===== config.mk =====
export PLATFORM = sky130hd
export DESIGN_NAME = sdm_modulator_flat
export DESIGN_NICKNAME = d
export VERILOG_FILES = /design/src/rtl/sdm_pkg.sv /design/src/rtl/sdm_link_if.sv /design/src/rtl/sdm_loop.sv /design/src/rtl/sdm_modulator.sv /design/src/flat_wrapper.sv
export SDC_FILE = /design/constraint.sdc
export NUM_CORES = 1
export LEC_CHECK = 0
export ABC_AREA = 1
export BUFFER_PORTS_ARGS = -buffer_cell sky130_fd_sc_hd__buf_4
export CAP_MARGIN = 20
export CORE_MARGIN = 2
export CORE_UTILIZATION = 25
export CTS_BUF_LIST = sky130_fd_sc_hd__clkbuf_4
export DETAILED_ROUTE_END_ITERATION = 8
export SYNTH_ARGS = -nofsm -noshare
export SYNTH_HDL_FRONTEND = slang
export SYNTH_HIERARCHICAL = 1
export SYNTH_SLANG_ARGS = --single-unit

===== constraint.sdc =====
create_clock -name i_mclk -period 20.7 [get_ports i_mclk]
set_input_delay 2.07 -clock i_mclk [delete_from_list [all_inputs] [get_ports i_mclk]]
set_output_delay 2.07 -clock i_mclk [all_outputs]
set_load 0.01 [all_outputs]

===== src/rtl/sdm_pkg.sv =====
// Shared constants and types for the delta-sigma bitstream link
// Notes on behaviour
// - Filter end drives clock and sync, reads stream
// - Each channel becomes a one-bit oversampled stream
// - One output bit per four modulator clocks
// - Ones density tracks input, 14 to 86 percent
// - Corrected codes: 5D1420, 000000, A2EBE0 at references
// - Uncorrected codes shift by internal offset
// - Correction subtracts amplifier and internal offset
// - Sync rising edge restarts conversion state
// - Filter issues sync pulse after system sync
// - Tone offset pin adds negative per-channel offset
// - Loop instability beyond full scale is detected
// - Instability drops to first order, raises flag
// - Recovery needs 32 in-range modulator clocks
// - Sustained over-range makes the flag pulse
// - Sync latched on falling edge, acts next rising
// - Roughly 40 us without clock edges powers down
// - Power-down pin high disables, outputs released
package sdm_pkg;
    // System and modulator clock
    localparam int CLK_HZ        = 100_000_000;
    localparam int MOD_HZ        = 2_048_000;
    localparam int DIV_HALF      = CLK_HZ / (2 * MOD_HZ);
    localparam int PHASES        = 4;
    localparam int BIT_RATE_KBPS = 512;
    // Loss-of-clock and recovery timing
    localparam int LOSS_US       = 40;
    localparam int LOSS_CYC      = LOSS_US * (CLK_HZ / 1_000_000);
    localparam int RECOVER_CYC   = 32;
    // Channels and input scaling
    localparam int MAX_CH        = 2;
    localparam int SMP_W         = 16;
    localparam int FS_CODE       = 24576;
    localparam int VREF_MV       = 2500;
    localparam int OFS_CH1_MV    = 60;
    localparam int OFS_CH2_MV    = 35;
    localparam int DENS_POS_PCT  = 86;
    localparam int FB_LEVEL      = FS_CODE * 50 / (DENS_POS_PCT - 50);
    localparam int STAB_LIMIT    = FB_LEVEL * 16;
    // Decimation and output coding
    localparam int DECIM         = 512;
    localparam int WORD_W        = 24;
    localparam int GAIN_SHIFT    = 8;
    localparam logic [23:0] CODE_POS_FS = 24'h5D1420;
    localparam logic [23:0] CODE_NEG_FS = 24'hA2EBE0;
    localparam longint CODE_GAIN = (longint'(CODE_POS_FS) << GAIN_SHIFT) * 100
                                   / longint'(DECIM * (2 * DENS_POS_PCT - 100));
    // Loop order, power and sync states
    typedef enum logic [1:0] {ORD_FOURTH = 2'b01, ORD_FIRST = 2'b10} sdm_order_t;
    typedef enum logic [2:0] {PWR_OFF = 3'b001, PWR_RUN = 3'b010, PWR_LOST = 3'b100} sdm_pwr_t;
    typedef enum logic [2:0] {SY_IDLE = 3'b001, SY_WAIT = 3'b010, SY_DRIVE = 3'b100} sdm_sync_t;
endpackage


===== src/rtl/sdm_link_if.sv =====
// Link between modulator end and filter end
`timescale 1ns/1ps
`default_nettype none
interface sdm_link_if #(parameter int CH = sdm_pkg::MAX_CH);
    logic          modclk;
    logic          sample_sync;
    logic [CH-1:0] bit_o;
    logic [CH-1:0] bit_oe;
    logic [CH-1:0] flag_o;
    logic [CH-1:0] flag_oe;
    logic [CH-1:0] bitstream;
    logic [CH-1:0] overrange_flag_out;
    // Released pins read low, as with a weak pull-down
    assign bitstream          = bit_o & bit_oe;
    assign overrange_flag_out = flag_o & flag_oe;
    modport dev (input modclk, input sample_sync,
                 output bit_o, output bit_oe, output flag_o, output flag_oe);
    modport flt (output modclk, output sample_sync,
                 input bitstream, input overrange_flag_out);
endinterface
`default_nettype wire


===== src/rtl/sdm_loop.sv =====
// One channel of the modulator loop with stability supervision
`timescale 1ns/1ps
`default_nettype none
module sdm_loop
#(
    parameter int W = sdm_pkg::SMP_W
)
(
    // Clock and reset
    input  wire logic                i_mclk,
    input  wire logic                i_rst,
    // Timing from the owning end
    input  wire logic                i_restart,
    input  wire logic                i_tick,
    input  wire logic                i_step,
    // Sample and results
    input  wire logic signed [W-1:0] i_x,
    output logic                     o_bit,
    output logic                     o_unstable
);
    import sdm_pkg::*;
    localparam int IW = W + 8;
    localparam logic signed [IW-1:0] FB  = IW'(FB_LEVEL);
    localparam logic signed [IW-1:0] LIM = IW'(STAB_LIMIT);
    localparam logic signed [W-1:0]  FSX = W'(FS_CODE);
    localparam logic [5:0]           REC_LAST = 6'(RECOVER_CYC - 1);

    if (W < 16 || W > 24)
    begin : g_bad_width
        $error("sdm_loop: sample width out of range");
    end

    function automatic logic beyond(input logic signed [IW-1:0] v);
        return (v > LIM) || (v < -LIM);
    endfunction

    logic signed [IW-1:0] int_reg [4];
    logic signed [IW-1:0] int_next [4];
    sdm_order_t           ord_reg, ord_next;
    logic                 bit_reg, bit_next;
    logic [5:0]           rec_reg, rec_next;
    logic                 rng_reg, rng_next;
    logic                 in_range;
    logic signed [IW-1:0] fb, s1, s2, s3, s4, q;

    always_comb
    begin
        in_range = (i_x <= FSX) && (i_x >= -FSX);
        fb       = bit_reg ? FB : -FB;
        s1       = int_reg[0] + IW'(i_x) - fb;
        s2       = int_reg[1] + s1 - fb;
        s3       = int_reg[2] + (s2 >>> 2) - (fb >>> 2);
        s4       = int_reg[3] + (s3 >>> 2) - (fb >>> 2);
        q        = s2 + (s3 >>> 3) + (s4 >>> 5);
        int_next = int_reg;
        ord_next = ord_reg;
        bit_next = bit_reg;
        rec_next = rec_reg;
        rng_next = rng_reg;
        if (i_restart)
        begin
            int_next = '{default: '0};
            ord_next = ORD_FOURTH;
            rec_next = '0;
        end
        else
        begin
            case (ord_reg)
                ORD_FOURTH:
                    if (i_step)
                    begin
                        if (beyond(s1) || beyond(s2) || beyond(s3) || beyond(s4))
                        begin
                            ord_next = ORD_FIRST;
                            int_next = '{default: '0};
                            rec_next = '0;
                        end
                        else
                        begin
                            int_next = '{s1, s2, s3, s4};
                            bit_next = ~q[IW-1];
                        end
                    end
                ORD_FIRST:
                begin
                    // Counts ticks of one kind; a change of range restarts it
                    if (i_tick)
                    begin
                        rng_next = in_range;
                        rec_next = (in_range == rng_reg) ? rec_reg + 6'h01 : 6'h00;
                    end
                    if (i_tick && in_range == rng_reg && rec_reg == REC_LAST)
                    begin
                        // In range recovers; persistent over-range retries and trips again
                        ord_next = ORD_FOURTH;
                        int_next = '{default: '0};
                        rec_next = '0;
                    end
                    else if (i_step)
                    begin
                        int_next[0] = s1;
                        bit_next    = ~s1[IW-1];
                    end
                end
                default: ord_next = ORD_FOURTH;
            endcase
        end
    end

    always_ff @(posedge i_mclk)
    begin
        if (i_rst)
        begin
            int_reg <= '{default: '0};
            ord_reg <= ORD_FOURTH;
            bit_reg <= 1'b0;
            rec_reg <= '0;
            rng_reg <= 1'b0;
        end
        else
        begin
            int_reg <= int_next;
            ord_reg <= ord_next;
            bit_reg <= bit_next;
            rec_reg <= rec_next;
            rng_reg <= rng_next;
        end
    end

    assign o_bit      = bit_reg;
    assign o_unstable = (ord_reg == ORD_FIRST);
endmodule
`default_nettype wire


===== src/rtl/sdm_modulator.sv =====
// Modulator end: bit timing, sync, power control and clock-loss watch
`timescale 1ns/1ps
`default_nettype none
module sdm_modulator
#(
    parameter int CH = sdm_pkg::MAX_CH,
    parameter int W  = sdm_pkg::SMP_W
)
(
    // Clock and reset
    input  wire logic            i_mclk,
    input  wire logic            i_rst,
    // Link to the filter end
    sdm_link_if.dev              link,
    // Input samples, signed, channel 0 in the low bits
    input  wire logic [CH*W-1:0] i_sample,
    // Control pins
    input  wire logic            i_power_down_pin,
    input  wire logic            i_tone_offset_enable,
    // Status
    output logic                 o_active,
    output logic [CH-1:0]        o_overrange
);
    import sdm_pkg::*;
    localparam logic [12:0] LOSS_LAST  = 13'(LOSS_CYC - 1);
    localparam logic [1:0]  PHASE_LAST = 2'(PHASES - 1);

    if (CH < 1 || CH > MAX_CH)
    begin : g_bad_ch
        $error("sdm_modulator: channel count not supported");
    end
    if (LOSS_CYC > 8191)
    begin : g_bad_loss
        $error("sdm_modulator: loss counter too narrow");
    end

    // Idle-tone offset in input codes
    function automatic logic signed [W:0] shifted(input logic signed [W-1:0] x,
                                                  input int ch, input logic en);
        int mv;
        mv = (ch == 0) ? OFS_CH1_MV : OFS_CH2_MV;
        if (!en)
            return (W+1)'(x);
        return (W+1)'(x) - (W+1)'(FS_CODE * mv / VREF_MV);
    endfunction

    // Edge detection on the incoming modulator clock
    logic clk_prev_reg, clk_prev_next;
    logic rise, fall;

    // Sync capture
    logic sync_smp_reg, sync_smp_next;
    logic pend_reg, pend_next;
    logic instant;

    // Phase and power
    logic [1:0]  phase_reg, phase_next;
    logic [12:0] idle_reg, idle_next;
    sdm_pwr_t    pwr_reg, pwr_next;
    logic        run, step, restart;

    // Pin registers
    logic [CH-1:0] bit_out_reg, bit_out_next;
    logic [CH-1:0] flag_out_reg, flag_out_next;
    logic          oe_reg, oe_next;
    logic [CH-1:0] ovr_reg, ovr_next;

    // Loop results
    logic [CH-1:0] core_bit;
    logic [CH-1:0] core_unstable;

    always_comb
    begin
        clk_prev_next = link.modclk;
        rise          = link.modclk & ~clk_prev_reg;
        fall          = ~link.modclk & clk_prev_reg;
        run           = (pwr_reg == PWR_RUN);
        instant       = rise & pend_reg;
        restart       = instant | ~run;
        step          = rise & ~pend_reg & run & (phase_reg == PHASE_LAST);
    end

    // Sync: latch on falling edge, act on the next rising edge
    always_comb
    begin
        sync_smp_next = sync_smp_reg;
        pend_next     = pend_reg;
        if (instant)
            pend_next = 1'b0;
        if (fall)
        begin
            sync_smp_next = link.sample_sync;
            if (link.sample_sync && !sync_smp_reg && run)
                pend_next = 1'b1;
        end
    end

    // Divide-by-four bit phase
    always_comb
    begin
        phase_next = phase_reg;
        if (restart)
            phase_next = '0;
        else if (rise)
            phase_next = phase_reg + 2'h1;
    end

    // Power modes and loss of clock
    always_comb
    begin
        idle_next = idle_reg;
        pwr_next  = pwr_reg;
        if (rise || fall)
            idle_next = '0;
        else if (idle_reg != LOSS_LAST)
            idle_next = idle_reg + 13'h0001;
        case (pwr_reg)
            PWR_RUN:
                if (idle_reg == LOSS_LAST)
                    pwr_next = PWR_LOST;
                else if (i_power_down_pin)
                    pwr_next = PWR_OFF;
            PWR_OFF:
                if (idle_reg == LOSS_LAST)
                    pwr_next = PWR_LOST;
                else if (!i_power_down_pin)
                    pwr_next = PWR_RUN;
            PWR_LOST:
                // Pin is ignored until the clock returns
                if (rise || fall)
                    pwr_next = PWR_OFF;
            default: pwr_next = PWR_OFF;
        endcase
    end

    // Output pins; released whenever not converting
    always_comb
    begin
        oe_next       = run;
        bit_out_next  = run ? core_bit : '0;
        flag_out_next = run ? core_unstable : '0;
        ovr_next      = run ? core_unstable : '0;
    end

    for (genvar c = 0; c < CH; c++)
    begin : g_ch
        sdm_loop #(
            .W (W + 1)
        ) u_loop (
            .i_mclk     (i_mclk),
            .i_rst      (i_rst),
            .i_restart  (restart),
            .i_tick     (rise),
            .i_step     (step),
            .i_x        (shifted(i_sample[c*W +: W], c, i_tone_offset_enable)),
            .o_bit      (core_bit[c]),
            .o_unstable (core_unstable[c])
        );
    end

    always_ff @(posedge i_mclk)
    begin
        if (i_rst)
        begin
            clk_prev_reg <= 1'b0;
            sync_smp_reg <= 1'b0;
            pend_reg     <= 1'b0;
            phase_reg    <= '0;
            idle_reg     <= '0;
            pwr_reg      <= PWR_OFF;
            oe_reg       <= 1'b0;
            bit_out_reg  <= '0;
            flag_out_reg <= '0;
            ovr_reg      <= '0;
        end
        else
        begin
            clk_prev_reg <= clk_prev_next;
            sync_smp_reg <= sync_smp_next;
            pend_reg     <= pend_next;
            phase_reg    <= phase_next;
            idle_reg     <= idle_next;
            pwr_reg      <= pwr_next;
            oe_reg       <= oe_next;
            bit_out_reg  <= bit_out_next;
            flag_out_reg <= flag_out_next;
            ovr_reg      <= ovr_next;
        end
    end

    // Same enable on every pin so a powered-down part frees the whole bus
    assign link.bit_o   = bit_out_reg;
    assign link.bit_oe  = {CH{oe_reg}};
    assign link.flag_o  = flag_out_reg;
    assign link.flag_oe = {CH{oe_reg}};
    assign o_active     = oe_reg;
    assign o_overrange  = ovr_reg;
endmodule
`default_nettype wire


===== src/flat_wrapper.sv =====
// flat-port wrapper written by rule: the top's interface ports become plain ports
module sdm_modulator_flat import sdm_pkg::*;
#(
    parameter int CH = sdm_pkg::MAX_CH,
    parameter int W  = sdm_pkg::SMP_W
)
  (i_mclk, i_rst, i_sample, i_power_down_pin, i_tone_offset_enable, o_active, o_overrange, link_modclk, link_sample_sync, link_bit_o, link_bit_oe, link_flag_o, link_flag_oe);
  sdm_link_if #(.CH(CH)) link_i ();
  input  wire logic i_mclk;
  input  wire logic i_rst;
  input  wire logic [CH*W-1:0] i_sample;
  input  wire logic i_power_down_pin;
  input  wire logic i_tone_offset_enable;
  output logic o_active;
  output logic [CH-1:0] o_overrange;
  input wire logic [$bits(link_i.modclk)-1:0] link_modclk;
  input wire logic [$bits(link_i.sample_sync)-1:0] link_sample_sync;
  output wire logic [$bits(link_i.bit_o)-1:0] link_bit_o;
  output wire logic [$bits(link_i.bit_oe)-1:0] link_bit_oe;
  output wire logic [$bits(link_i.flag_o)-1:0] link_flag_o;
  output wire logic [$bits(link_i.flag_oe)-1:0] link_flag_oe;
  assign link_i.modclk = link_modclk;
  assign link_i.sample_sync = link_sample_sync;
  assign link_bit_o = link_i.bit_o;
  assign link_bit_oe = link_i.bit_oe;
  assign link_flag_o = link_i.flag_o;
  assign link_flag_oe = link_i.flag_oe;
  sdm_modulator #(.CH(CH), .W(W)) u_core (.i_mclk(i_mclk), .i_rst(i_rst), .link(link_i), .i_sample(i_sample), .i_power_down_pin(i_power_down_pin), .i_tone_offset_enable(i_tone_offset_enable), .o_active(o_active), .o_overrange(o_overrange));
endmodule

Yosys cells after proc, flatten, opt, wreduce, memory -nomap -nowiden
Cells that the tools add are included.
{ "word_totals": {"input_bits": 38, "elab_cells": 217, "output_inout_bits": 11, "ff_bits": 246} }
{ "op_classes": {"reduce_logical": 42, "addsub": 26, "n_eq_ne": 33, "bitwise": 16, "mux": 55, "order_cmp": 20} }
{ "ops": {"columns": ["cell", "count"], "rows": [
  ["two-way mux 100 bit", 4],
  ["one-hot mux 100 bit (2 select lines)", 2],
  ["greater-than comparator 25 x 21 -> 1 bit (second input constant)", 8],
  ["less-than comparator 25 x 21 -> 1 bit (second input constant)", 8],
  ["two-way mux 25 bit", 6],
  ["two-way mux 75 bit", 2],
  ["adder 25 x 23 -> 25 bit", 4],
  ["subtractor 25 x 23 -> 25 bit", 4],
  ["subtractor 25 bit", 4],
  ["two-way mux 6 bit", 10],
  ["adder 25 x 17 -> 25 bit", 2],
  ["adder 25 x 20 -> 25 bit", 2],
  ["adder 25 x 22 -> 25 bit", 2],
  ["adder 25 bit", 2],
  ["greater-or-equal comparator 17 x 16 -> 1 bit (second input constant)", 2],
  ["less-or-equal comparator 17 x 16 -> 1 bit (second input constant)", 2],
  ["two-way mux 17 bit", 2],
  ["AND reduction 3 bit", 9],
  ["one-hot mux 6 bit (2 select lines)", 2],
  ["subtractor 16 x 10 -> 17 bit (second input constant)", 1],
  ["subtractor 16 x 11 -> 17 bit (second input constant)", 1],
  ["inequality test 2 bit (second input constant)", 8],
  ["logical OR 1 bit", 15],
  ["two-way mux 3 bit", 5],
  ["other kinds (30)", 85]
]} }

Depth between registers and ports, before layout
Gate-level depths: netlist of the first run.
{ "logic_depth": {"ltp_word": 16, "mapped_depth": 79, "mapped_depth_nobuf": 79} }

Modules after synthesis
The synthesis of the first run kept the hierarchy.
{ "by_module_without_submodules": {"columns": ["mod", "seq_area_each_um2", "instances", "cells_per_inst", "area_per_inst_um2"], "rows": [
  ["sdm_loop (u_core.g_ch[0].u_loop)", 2202.1, 1, 2434, 15290.9],
  ["sdm_loop (u_core.g_ch[1].u_loop)", 2202.1, 1, 2416, 15125.8],
  ["sdm_modulator", 520.5, 1, 307, 1949.4]
]} }

Worst setup path before layout of the first run
Ideal clock, no wire load.
{ "synth_timing": {"path_kind": "flip-flop to flip-flop", "startpoint": "reg u_core.g_ch[0].u_loop.bit_reg", "endpoint": "reg u_core.g_ch[0].u_loop.bit_reg", "setup_time_ns": 0.130, "arrival_ns": 13.860, "setup_slack_ns": 6.710, "t_required_ns": 20.570, "path_stages_with_launch": 52, "period_less_slack_ns": 13.990, "path_buffers": 0, "path_cell_list": "dfxtp_1 inv_1 fa_1 inv_1 fa_1 nand2_1 nand3_1 nand3_1 nand2_1 nand2_1 nand2_1 xor2_1 inv_1 fa_1 inv_1 ha_1 nand2_1 nor2_1 (+16 left out) nand2_4 inv_2 fa_1 ha_1 nand2_1 nor2_1 a211oi_1 nor2_1 nor4_1 nand3_1 nand2_1 nand2_1 nand3_1 nand2_1 o22ai_1 nand3_1 nand2_1 nor2_1"} }
{ "synth_via": {"elab_chain_cells": 13, "word_cells_on_any_way": 34, "classes_between": "9 x add/sub; 8 x order compare; 1 x eq/ne; 6 x mux; 2 x bitwise; 8 x reduce/logical"} }
{ "synth_lines": {"columns": ["element", "line_no", "rtl"], "rows": [
  ["start: declaration", "sdm_loop.sv:40", "logic bit_reg, bit_next;"],
  ["start signal: assignment", "sdm_loop.sv:124", "bit_reg <= bit_next;"],
  ["two-way mux 25 bit *", "sdm_loop.sv:49", "fb = bit_reg ? FB : -FB;"],
  ["subtractor 25 bit", "sdm_loop.sv:50", "s1 = int_reg[0] + IW'(i_x) - fb;"],
  ["adder 25 bit", "sdm_loop.sv:51", "s2 = int_reg[1] + s1 - fb;"],
  ["subtractor 25 bit", "sdm_loop.sv:51", null],
  ["adder 25 x 23 -> 25 bit", "sdm_loop.sv:52", "s3 = int_reg[2] + (s2 >>> 2) - (fb >>> 2);"],
  ["subtractor 25 x 23 -> 25 bit", "sdm_loop.sv:52", null],
  ["adder 25 x 23 -> 25 bit", "sdm_loop.sv:53", "s4 = int_reg[3] + (s3 >>> 2) - (fb >>> 2);"],
  ["subtractor 25 x 23 -> 25 bit", "sdm_loop.sv:53", null],
  ["adder 25 x 20 -> 25 bit, or another cell as far along", "sdm_loop.sv:54", "q = s2 + (s3 >>> 3) + (s4 >>> 5);"],
  ["inverter 1 bit or logical OR 1 bit (tied branches)", "sdm_loop.sv:81, sdm_loop.sv:34", null],
  ["two-way mux 1 bit or logical OR 1 bit (tied branches)", "sdm_loop.sv:72", "if (beyond(s1) || beyond(s2) || beyond(s3) || beyond(s4))"],
  ["two-way mux 1 bit or inequality test 2 bit (tied branches)", null, null],
  ["one-hot mux 1 bit (2 select lines) or AND reduction 6 bit (tied branches)", null, null]
]} }
Mark *: on every way between the ends. The rest lies on a longest branch, timed or not. The select of a mux whose other input is x is not followed.
A chain may end at the register's enable or synchronous reset.

Worst setup path after layout of the first run
{ "layout_timing": {"startpoint": "in i_sample[21]", "endpoint": "reg u_core.g_ch[1].u_loop.bit_reg"} }
{ "layout_via": {"elab_chain_cells": 15, "word_cells_on_any_way": 43, "classes_between": "11 x add/sub; 10 x order compare; 3 x eq/ne; 6 x mux; 2 x bitwise; 11 x reduce/logical"} }
{ "layout_lines": {"columns": ["element", "line_no", "rtl"], "rows": [
  ["start: declaration", "flat_wrapper.sv:11", "input wire logic [CH*W-1:0] i_sample;"],
  ["subtractor 16 x 10 -> 17 bit", "sdm_modulator.sv:44", "return (W+1)'(x) - (W+1)'(FS_CODE * mv / VREF_MV);"],
  ["two-way mux 17 bit *", "sdm_modulator.sv:44", null],
  ["adder 25 x 17 -> 25 bit", "sdm_loop.sv:50", null],
  ["subtractor 25 bit", "sdm_loop.sv:50", null],
  ["adder 25 bit", "sdm_loop.sv:51", null],
  ["subtractor 25 bit", "sdm_loop.sv:51", null],
  ["adder 25 x 23 -> 25 bit", "sdm_loop.sv:52", null],
  ["subtractor 25 x 23 -> 25 bit", "sdm_loop.sv:52", null],
  ["adder 25 x 23 -> 25 bit", "sdm_loop.sv:53", null],
  ["subtractor 25 x 23 -> 25 bit", "sdm_loop.sv:53", null],
  ["adder 25 x 20 -> 25 bit, or another cell as far along", "sdm_loop.sv:54", null],
  ["inverter 1 bit or logical OR 1 bit (tied branches)", "sdm_loop.sv:81, sdm_loop.sv:34", null],
  ["two-way mux 1 bit or logical OR 1 bit (tied branches)", "sdm_loop.sv:72", null],
  ["two-way mux 1 bit or inequality test 2 bit (tied branches)", null, null],
  ["one-hot mux 1 bit (2 select lines) or AND reduction 6 bit (tied branches)", null, null],
  ["end signal: assignment", "sdm_loop.sv:124", null],
  ["end: declaration", "sdm_loop.sv:40", null]
]} }
Marked as above.

==> flow_metrics.env, run 1 <==
export IMPL_postSynthCellCount=5157
export IMPL_relSlewSlack_pct=31.7
export IMPL_fmax_mhz=72.3
export IMPL_clockPowerShare_pct=13.1
export IMPL_yosysWarnings=6
export IMPL_drtAntennaViolNets=0
export IMPL_start_kind="input port"
export IMPL_grt_start_max_net_pins=74
export IMPL_die_w_um=364
export IMPL_synthArstFlopShare_pct=0
export IMPL_outcome="finished clean"
export IMPL_grt_overflow=0
export IMPL_dieArea_mm2=0.132
export IMPL_crit_top_cell="nand2_1"
export IMPL_slew_viol_final=0
export IMPL_clock_sinks=246
export IMPL_drc=0
export IMPL_reg2reg_slack_ns=7.75
export IMPL_cts_resized=0
export IMPL_cts_tree="built"
export IMPL_cts_hold_buf=0
export IMPL_nets=5763
export IMPL_avgSynthCellArea_um2=6.28
export IMPL_synth_nets=5685
export IMPL_seq_area_frac_synth_pct=15.2
export IMPL_layout_min_cycle_time_ns=13.83
export IMPL_fillCellCount=14500
export IMPL_clock_tree_root_cell="clkbuf_4"
export IMPL_crit_required_ns=21.46
export IMPL_path_max_fanout=6
export IMPL_period_share_pct=66.8
export IMPL_synth_edf_count=0
export IMPL_crit_type="input port to flip-flop"
export IMPL_layout_drive_gt1_share_pct=5.41
export IMPL_leakagePower_nw=18.0
export IMPL_p_comb_share_pct=75.3
export IMPL_min_path_type="flip-flop to flip-flop"
export IMPL_clock_tree_buffer_depth=3
export IMPL_drt_iter0_markers=2091
export IMPL_vdd_drop_max_mv=0.117
export IMPL_synth_seq_cells=246
export IMPL_first_global_vias=31200
export IMPL_viasPerCell=4.59
export IMPL_clk_latency_ns=0.88
export IMPL_core_area_mm2=0.129
export IMPL_port_buffers=48
export IMPL_initial_core_util_pct=25.1
export IMPL_routed_wl_um=98700
export IMPL_clk_pin_slew_worst_paths_ns=0.07
export IMPL_multi_input_area_mm2=0.0236
export IMPL_sw_frac_of_total_pct=57.1
export IMPL_maxCapViolations=0
export IMPL_tns_ns=0
export IMPL_seqPwrFrac_pct=11.6
export IMPL_p_sw_mw=2.34
export IMPL_first_pass_iters=7
export IMPL_slowest_stage="xor2_1"
export IMPL_vias=32300
export IMPL_antenna_found_initial=2
export IMPL_critPathArrivalTime_ns=14.59
export IMPL_gp_congestion=0.948
export IMPL_finalClockSkew_ns=0.0555
export IMPL_utilization_pct=27.7
export IMPL_register_area_mm2=0.00493
export IMPL_netlist_area_mm2=0.0324
export IMPL_largest_reg_flops=200
export IMPL_tightest_slew_ns=1.02
export IMPL_die_y_um=364
export IMPL_ios=49
export IMPL_intPower_mw=1.76
export IMPL_cts_buffers=82
export IMPL_num_rows=132
export IMPL_cts_setup_buffers=0
export IMPL_grt_pass1_wl_um=160000
export IMPL_htreeDepth=3
export IMPL_grtUsageTotal_pct=14.8
export IMPL_synth_cell_type_count=59
export IMPL_synthFlopType="dfxtp_1"
export IMPL_p_per_area_mw_per_mm2=115
export IMPL_setup_viol_count_final=0
export IMPL_finalHoldViolCount=0
export IMPL_dp_hpwl_um=77800
export IMPL_end_kind="flip-flop"
export IMPL_grt_setup_unrepaired="no"
export IMPL_wl_per_cell_um=14.0
export IMPL_critical_path_max_stage_delay_ns=0.67
export IMPL_syn_to_final_growth_pct=10.3
==> routing by layer <==
layer	global-route usage [%]	up-vias	wire length (um)
met1	19.5	15000	46100
li1	-	16400	-
met4	5.05	0	2780
met2	24.9	728	45400
met3	1.91	154	4400
met5	0	-	0
==> cells by family (layout without fill, tap and decap cells) <==
family	Yosys count	count (layout)	share of synthesized area, %
buffers and inverters	991	1125	11.9
AND/OR/NAND/NOR	2731	2731	35.4
other	0	4	0
multiplexers	1	1	0.0309
AO/OA/AOI/OAI	570	570	9.49
XOR/XNOR	128	128	3.66
flip-flops	246	246	15.2
adder cells (fa/ha/maj)	490	490	24.3
==> layout make-up <==
class                      count  area share (%)
multi-input combinational   3920            66.2
sequential                   246            13.8
inverter                     922            9.71
tap                         1742            6.11
clock buffer                 113            2.38
timing repair buffer          63            1.36
clock inverter                27           0.449
antenna                        4          0.0280
==> power groups by stage <==
stage | clock [mW] | sequential, mW | combinational, mW
global route | 0.589 | 0.475 | 3.52
global placement | 0 | 0.485 | 3.00
floorplan | 0 | 0.485 | 2.24
detailed placement | 0 | 0.485 | 3.05
finish | 0.537 | 0.475 | 3.08
CTS | 0.564 | 0.475 | 3.08
==> critical path: cells and delay by family <==
| family | cells | cell delay (ns) |
|---|---|---|
| AND/OR/NAND/NOR | 35 | 4.22 |
| adder cells (fa/ha/maj) | 10 | 4.40 |
| XOR/XNOR | 4 | 1.90 |
| AO/OA/AOI/OAI | 8 | 1.29 |
| buffers and inverters | 6 | 0.67 |
==> cells in the final DEF (no fill, tap or decap), types with 11 or more instances in the layout <==
| cell type | count |
|---|---|
| nand2_1 | 1694 |
| inv_1 | 909 |
| nor2_1 | 407 |
| a21oi_1 | 396 |
| nand3_1 | 350 |
| ha_1 | 260 |
| dfxtp_1 | 244 |
| fa_1 | 230 |
| clkbuf_4 | 113 |
| nand4_1 | 111 |
| o21ai_0 | 95 |
| xor2_1 | 79 |
| buf_4 | 62 |
| nor3_1 | 48 |
| xnor2_1 | 42 |
| nand2_2 | 29 |
| nand3b_1 | 27 |
| clkinv_1 | 20 |
| a21oi_2 | 14 |
| a21o_1 | 13 |
| inv_2 | 12 |
| a211oi_1 | 12 |
| o21bai_1 | 12 |
| nor4_1 | 11 |
==> cell usage after synthesis, types with 5 or more instances <==
cell type | n | area, um^2
a211oi_1 | 12 | 90.1
a21o_1 | 13 | 97.6
a21oi_1 | 396 | 1980
a21oi_2 | 15 | 131
and2_1 | 10 | 62.6
buf_2 | 7 | 35.0
buf_4 | 9 | 67.6
buf_6 | 9 | 101
clkbuf_1 | 41 | 154
dfxtp_1 | 246 | 4920
fa_1 | 230 | 4600
ha_1 | 260 | 3250
inv_1 | 912 | 3420
inv_2 | 9 | 33.8
nand2_1 | 1694 | 6360
nand2_2 | 29 | 181
nand2_4 | 5 | 56.3
nand3_1 | 350 | 1750
nand3b_1 | 27 | 203
nand4_1 | 111 | 694
nor2_1 | 408 | 1530
nor2_2 | 10 | 62.6
nor3_1 | 48 | 240
nor4_1 | 11 | 68.8
o211ai_1 | 9 | 67.6
o21ai_0 | 96 | 480
o21bai_1 | 12 | 90.1
or2_2 | 5 | 31.3
xnor2_1 | 42 | 368
xor2_1 | 79 | 692
xor2_2 | 6 | 97.6
==> final timing paths <==
| path | from | endpoint | depth (start not counted) |
|---|---|---|---|
| setup / recovery | i_sample[21] | u_core/g_ch[1].u_loop/o_bit$_SDFFE_PP0P_ | 63 |
| setup reg to reg | u_core/g_ch[0].u_loop/o_bit$_SDFFE_PP0P_ | u_core/g_ch[0].u_loop/o_bit$_SDFFE_PP0P_ | 60 |
| hold reg to reg | u_core/g_ch[0].u_loop/int_reg[3]$_SDFFE_PP0P_ | u_core/g_ch[0].u_loop/int_reg[3]$_SDFFE_PP0P_ | 2 |
| hold / removal | u_core/g_ch[0].u_loop/int_reg[3]$_SDFFE_PP0P_ | u_core/g_ch[0].u_loop/int_reg[3]$_SDFFE_PP0P_ | 2 |
==> per-stage QoR <==
stage | cell area, um^2 | std cells | total power, mW | setup WS, ns | hold slack, ns
after detailed placement | 34700 | 6892 | 3.54 | 6.06 | 0.455
after global routing | 35700 | 7036 | 4.59 | 5.77 | 0.479
after global placement | 34700 | 6892 | 3.49 | 6.09 | 0.452
after CTS | 35700 | 7032 | 4.11 | 7.01 | 0.464
after floorplan | 32400 | 5157 | 2.73 | 6.71 | 0.445
final | 35700 | 7037 | 4.09 | 6.87 | 0.463
(Power assumes the default switching activity.)
==> inputs of run 2 (changes only) <==
ABC_AREA = 0   (was 1)
clock period = 13.4 ns   (was 20.7 ns; I/O delays follow)
==> run 2 against run 1 <==
Compared with the run above:
- global-route usage rose by 0.42 points
- via count fell by 11%
- routed wire length fell by 6.7%
- die area fell by 9.5%
- clock skew rose by 0.053 ns
- hold slack got worse by 0.010 ns
- critical endpoint unchanged
- sequential cell count did not move
- non-clock buffer count rose by 750
- final cell count fell by 17%
- synthesized cell count fell by 32%
- critical path depth fell by 10
- first-iteration DRC count fell by 10%
==> flow_metrics.env, run 2 <==
export IMPL_grt_setup_unrepaired="yes"
export IMPL_multi_input_area_mm2=0.0231
export IMPL_avgSynthCellArea_um2=8.29
export IMPL_synth_top_area_share_pct=16.8
export IMPL_dp_hpwl_um=72200
export IMPL_ios=49
export IMPL_period_share_pct=97.0
export IMPL_initial_core_util_pct=25.2
export IMPL_min_path_type="flip-flop to flip-flop"
export IMPL_core_area_mm2=0.116
export IMPL_end_kind="flip-flop"
export IMPL_synth_nets=4057
export IMPL_yosysTopAreaCell="dfxtp_1"
export IMPL_synthXorXnorAreaFrac_pct=6.83
export IMPL_grt_overflow=0
export IMPL_netlist_area_mm2=0.0293
export IMPL_tightest_slew_ns=1.09
export IMPL_synthArstFlopShare_pct=0
export IMPL_antenna_found_initial=5
export IMPL_dieArea_mm2=0.120
export IMPL_port_buffers=48
export IMPL_tns_ns=0
export IMPL_drt_iter0_markers=1878
export IMPL_postSynthCellCount=3529
export IMPL_synth_simple_area_share_pct=16.5
export IMPL_post_place_ws_ns=-1.11
export IMPL_first_global_vias=29000
export IMPL_htreeDepth=3
export IMPL_cp_startpoint="i_sample[26]"
export IMPL_critPathArrivalTime_ns=13.80
export IMPL_yosysWarnings=6
export IMPL_die_w_um=346
export IMPL_register_area_mm2=0.00493
export IMPL_clk_pin_slew_worst_paths_ns=0.08
export IMPL_grt_start_max_net_pins=93
export IMPL_r2r_start="u_core/g_ch[1].u_loop/o_bit$_SDFFE_PP0P_"
export IMPL_routed_wl_um=92100
export IMPL_clk_latency_ns=0.91
export IMPL_path_max_fanout=5
export IMPL_final_common_cell="buf_4"
export IMPL_slew_viol_final=0
export IMPL_synth_top_family_by_area="adder cells"
export IMPL_crit_required_ns=14.19
export IMPL_finalClockSkew_ns=0.109
export IMPL_setup_viol_count_final=0
export IMPL_wl_per_cell_um=15.7
export IMPL_setup_ws_ns=0.398
export IMPL_grt_pass1_wl_um=151000
export IMPL_grtUsageTotal_pct=15.2
export IMPL_largest_reg_flops=200
export IMPL_gp_congestion=0.899
export IMPL_outcome="finished clean"
export IMPL_cts_buffers=81
export IMPL_clock_tree_root_cell="clkbuf_4"
export IMPL_synth_adder_area_share_pct=26.9
export IMPL_cts_tree="built"
export IMPL_relSlewSlack_pct=26.6
export IMPL_synth_area_top_cells="dfxtp_1, fa_1, ha_1, inv_1, a21oi_1"
export IMPL_crit_type="input port to flip-flop"
export IMPL_synth_seq_cells=246
export IMPL_die_y_um=346
export IMPL_viasPerCell=4.91
export IMPL_nets=4810
export IMPL_min_from="u_core/g_ch[0].u_loop/int_reg[81]$_SDFFE_PP0P_"
export IMPL_synth_top_cells_by_count="inv_1, nand2_1, ha_1"
export IMPL_maxCapViolations=0
export IMPL_drtAntennaViolNets=0
export IMPL_synth_cell_type_count=104
export IMPL_synth_compound_area_share_pct=25.2
export IMPL_layout_common_cells="buf_4, inv_1, nand2_1"
export IMPL_layout_min_cycle_time_ns=13.00
export IMPL_reg2reg_slack_ns=0.98
export IMPL_crit_end="u_core/g_ch[1].u_loop/o_bit$_SDFFE_PP0P_"
export IMPL_clock_sinks=246
export IMPL_syn_to_final_growth_pct=31.7
export IMPL_timing_rr_end="u_core/g_ch[1].u_loop/o_bit$_SDFFE_PP0P_"
export IMPL_vias=28800
export IMPL_synth_most_common_cell="inv_1"
export IMPL_finalHoldViolCount=0
export IMPL_layout_drive_gt1_share_pct=25.5
export IMPL_synth_edf_count=0
export IMPL_clock_tree_buffer_depth=3
export IMPL_fmax_mhz=76.9
export IMPL_synthFlopType="dfxtp_1"
export IMPL_first_pass_iters=5
export IMPL_slowest_stage="or4b_4"
export IMPL_start_kind="input port"
export IMPL_muxShareOfSynthArea_pct=0.731
export IMPL_seq_area_frac_synth_pct=16.8
export IMPL_fillCellCount=12200
export IMPL_drc=0
export IMPL_critical_path_max_stage_delay_ns=0.58
export IMPL_r2r_cells=50
export IMPL_num_rows=125
run 2: cell count changes after synthesis, sizes merged, moves of 70 or more:
cell   change
nor2     -185
nand3    -273
nand4     -75
xnor2     +91
inv      -545
a21oi    -173
a21o      +81
o21ai     +70
nand2   -1466
run 2: logic make-up after synthesis:
| kind of cell | after synthesis |
|---|---|
| mux | 21 |
| buf+inv | 522 |
| simple gates | 970 |
| compound gates | 1060 |
| flops | 246 |
| xor+xnor | 220 |
| fa+ha+maj | 490 |
run 2: per-layer routing:
metal  track usage, %  up-vias  part of all wire, %
li1                 -    14300                    -
met1             21.0    13800                   48
met2             24.8      577                   45
met3             2.27      131                  4.4
met4             4.06        0                  2.1
met5                0        -                    0
run 2: cell type report:
| cell class | count | share of cell area, % |
|---|---|---|
| inverters | 379 | 3.69 |
| diodes | 6 | 0.0390 |
| flip-flops and latches | 246 | 12.8 |
| repair buffers | 813 | 16.1 |
| clock buffers | 111 | 2.16 |
| well taps | 1524 | 4.95 |
| multi-input cells | 2761 | 59.9 |
| clock inverters | 31 | 0.357 |
run 2: critical path, delay by kind of cell:
kind / cells / cell delay (ns)
compound gates: 19 / 3.81
xor+xnor: 6 / 1.12
fa+ha+maj: 9 / 3.47
buf+inv: 3 / 0.36
mux: 1 / 0.13
simple gates: 15 / 3.58
run 2: worst min path at each step:
stage | endpoint | slack [ns] | depth (start not counted)
after floorplan | u_core/g_ch[0].u_loop/int_reg[77]$_SDFFE_PP0P_ | 0.43 | 2
after global placement | u_core/g_ch[1].u_loop/int_reg[83]$_SDFFE_PP0P_ | 0.44 | 2
after detailed placement | u_core/g_ch[0].u_loop/int_reg[81]$_SDFFE_PP0P_ | 0.44 | 2
after CTS | u_core/g_ch[0].u_loop/int_reg[11]$_SDFFE_PP0P_ | 0.46 | 2
after global routing | u_core/g_ch[1].u_loop/int_reg[5]$_SDFFE_PP0P_ | 0.48 | 2
final | u_core/g_ch[0].u_loop/int_reg[81]$_SDFFE_PP0P_ | 0.45 | 2
run 2: per-stage QoR:
stage / area (um^2) / cells / utilization [%] / hold slack [ns]
6_report: 38500 / 5871 / 33.2 / 0.453
5_1_grt: 38500 / 5870 / 33.2 / 0.477
4_1_cts: 37800 / 5853 / 32.6 / 0.455
3_5_place_dp: 36800 / 5711 / 31.7 / 0.442
3_3_place_gp: 36800 / 5711 / 31.7 / 0.436
2_1_floorplan: 29400 / 3529 / - / 0.425
run 2: what timing repair did:
action / 4_1_cts / 5_1_grt
gates resized for setup: 6 / 104
hold buffers: 0 / 0
setup buffers: 0 / 11
pin swaps: 0 / 58
endpoints found under the setup margin: 1 / 2
hold endpoints to repair: 0 / 0
Power of run 2 is left out: the tool's default activity adds up to more than one toggle a clock period on the data nets, which glitch-free logic cannot reach.
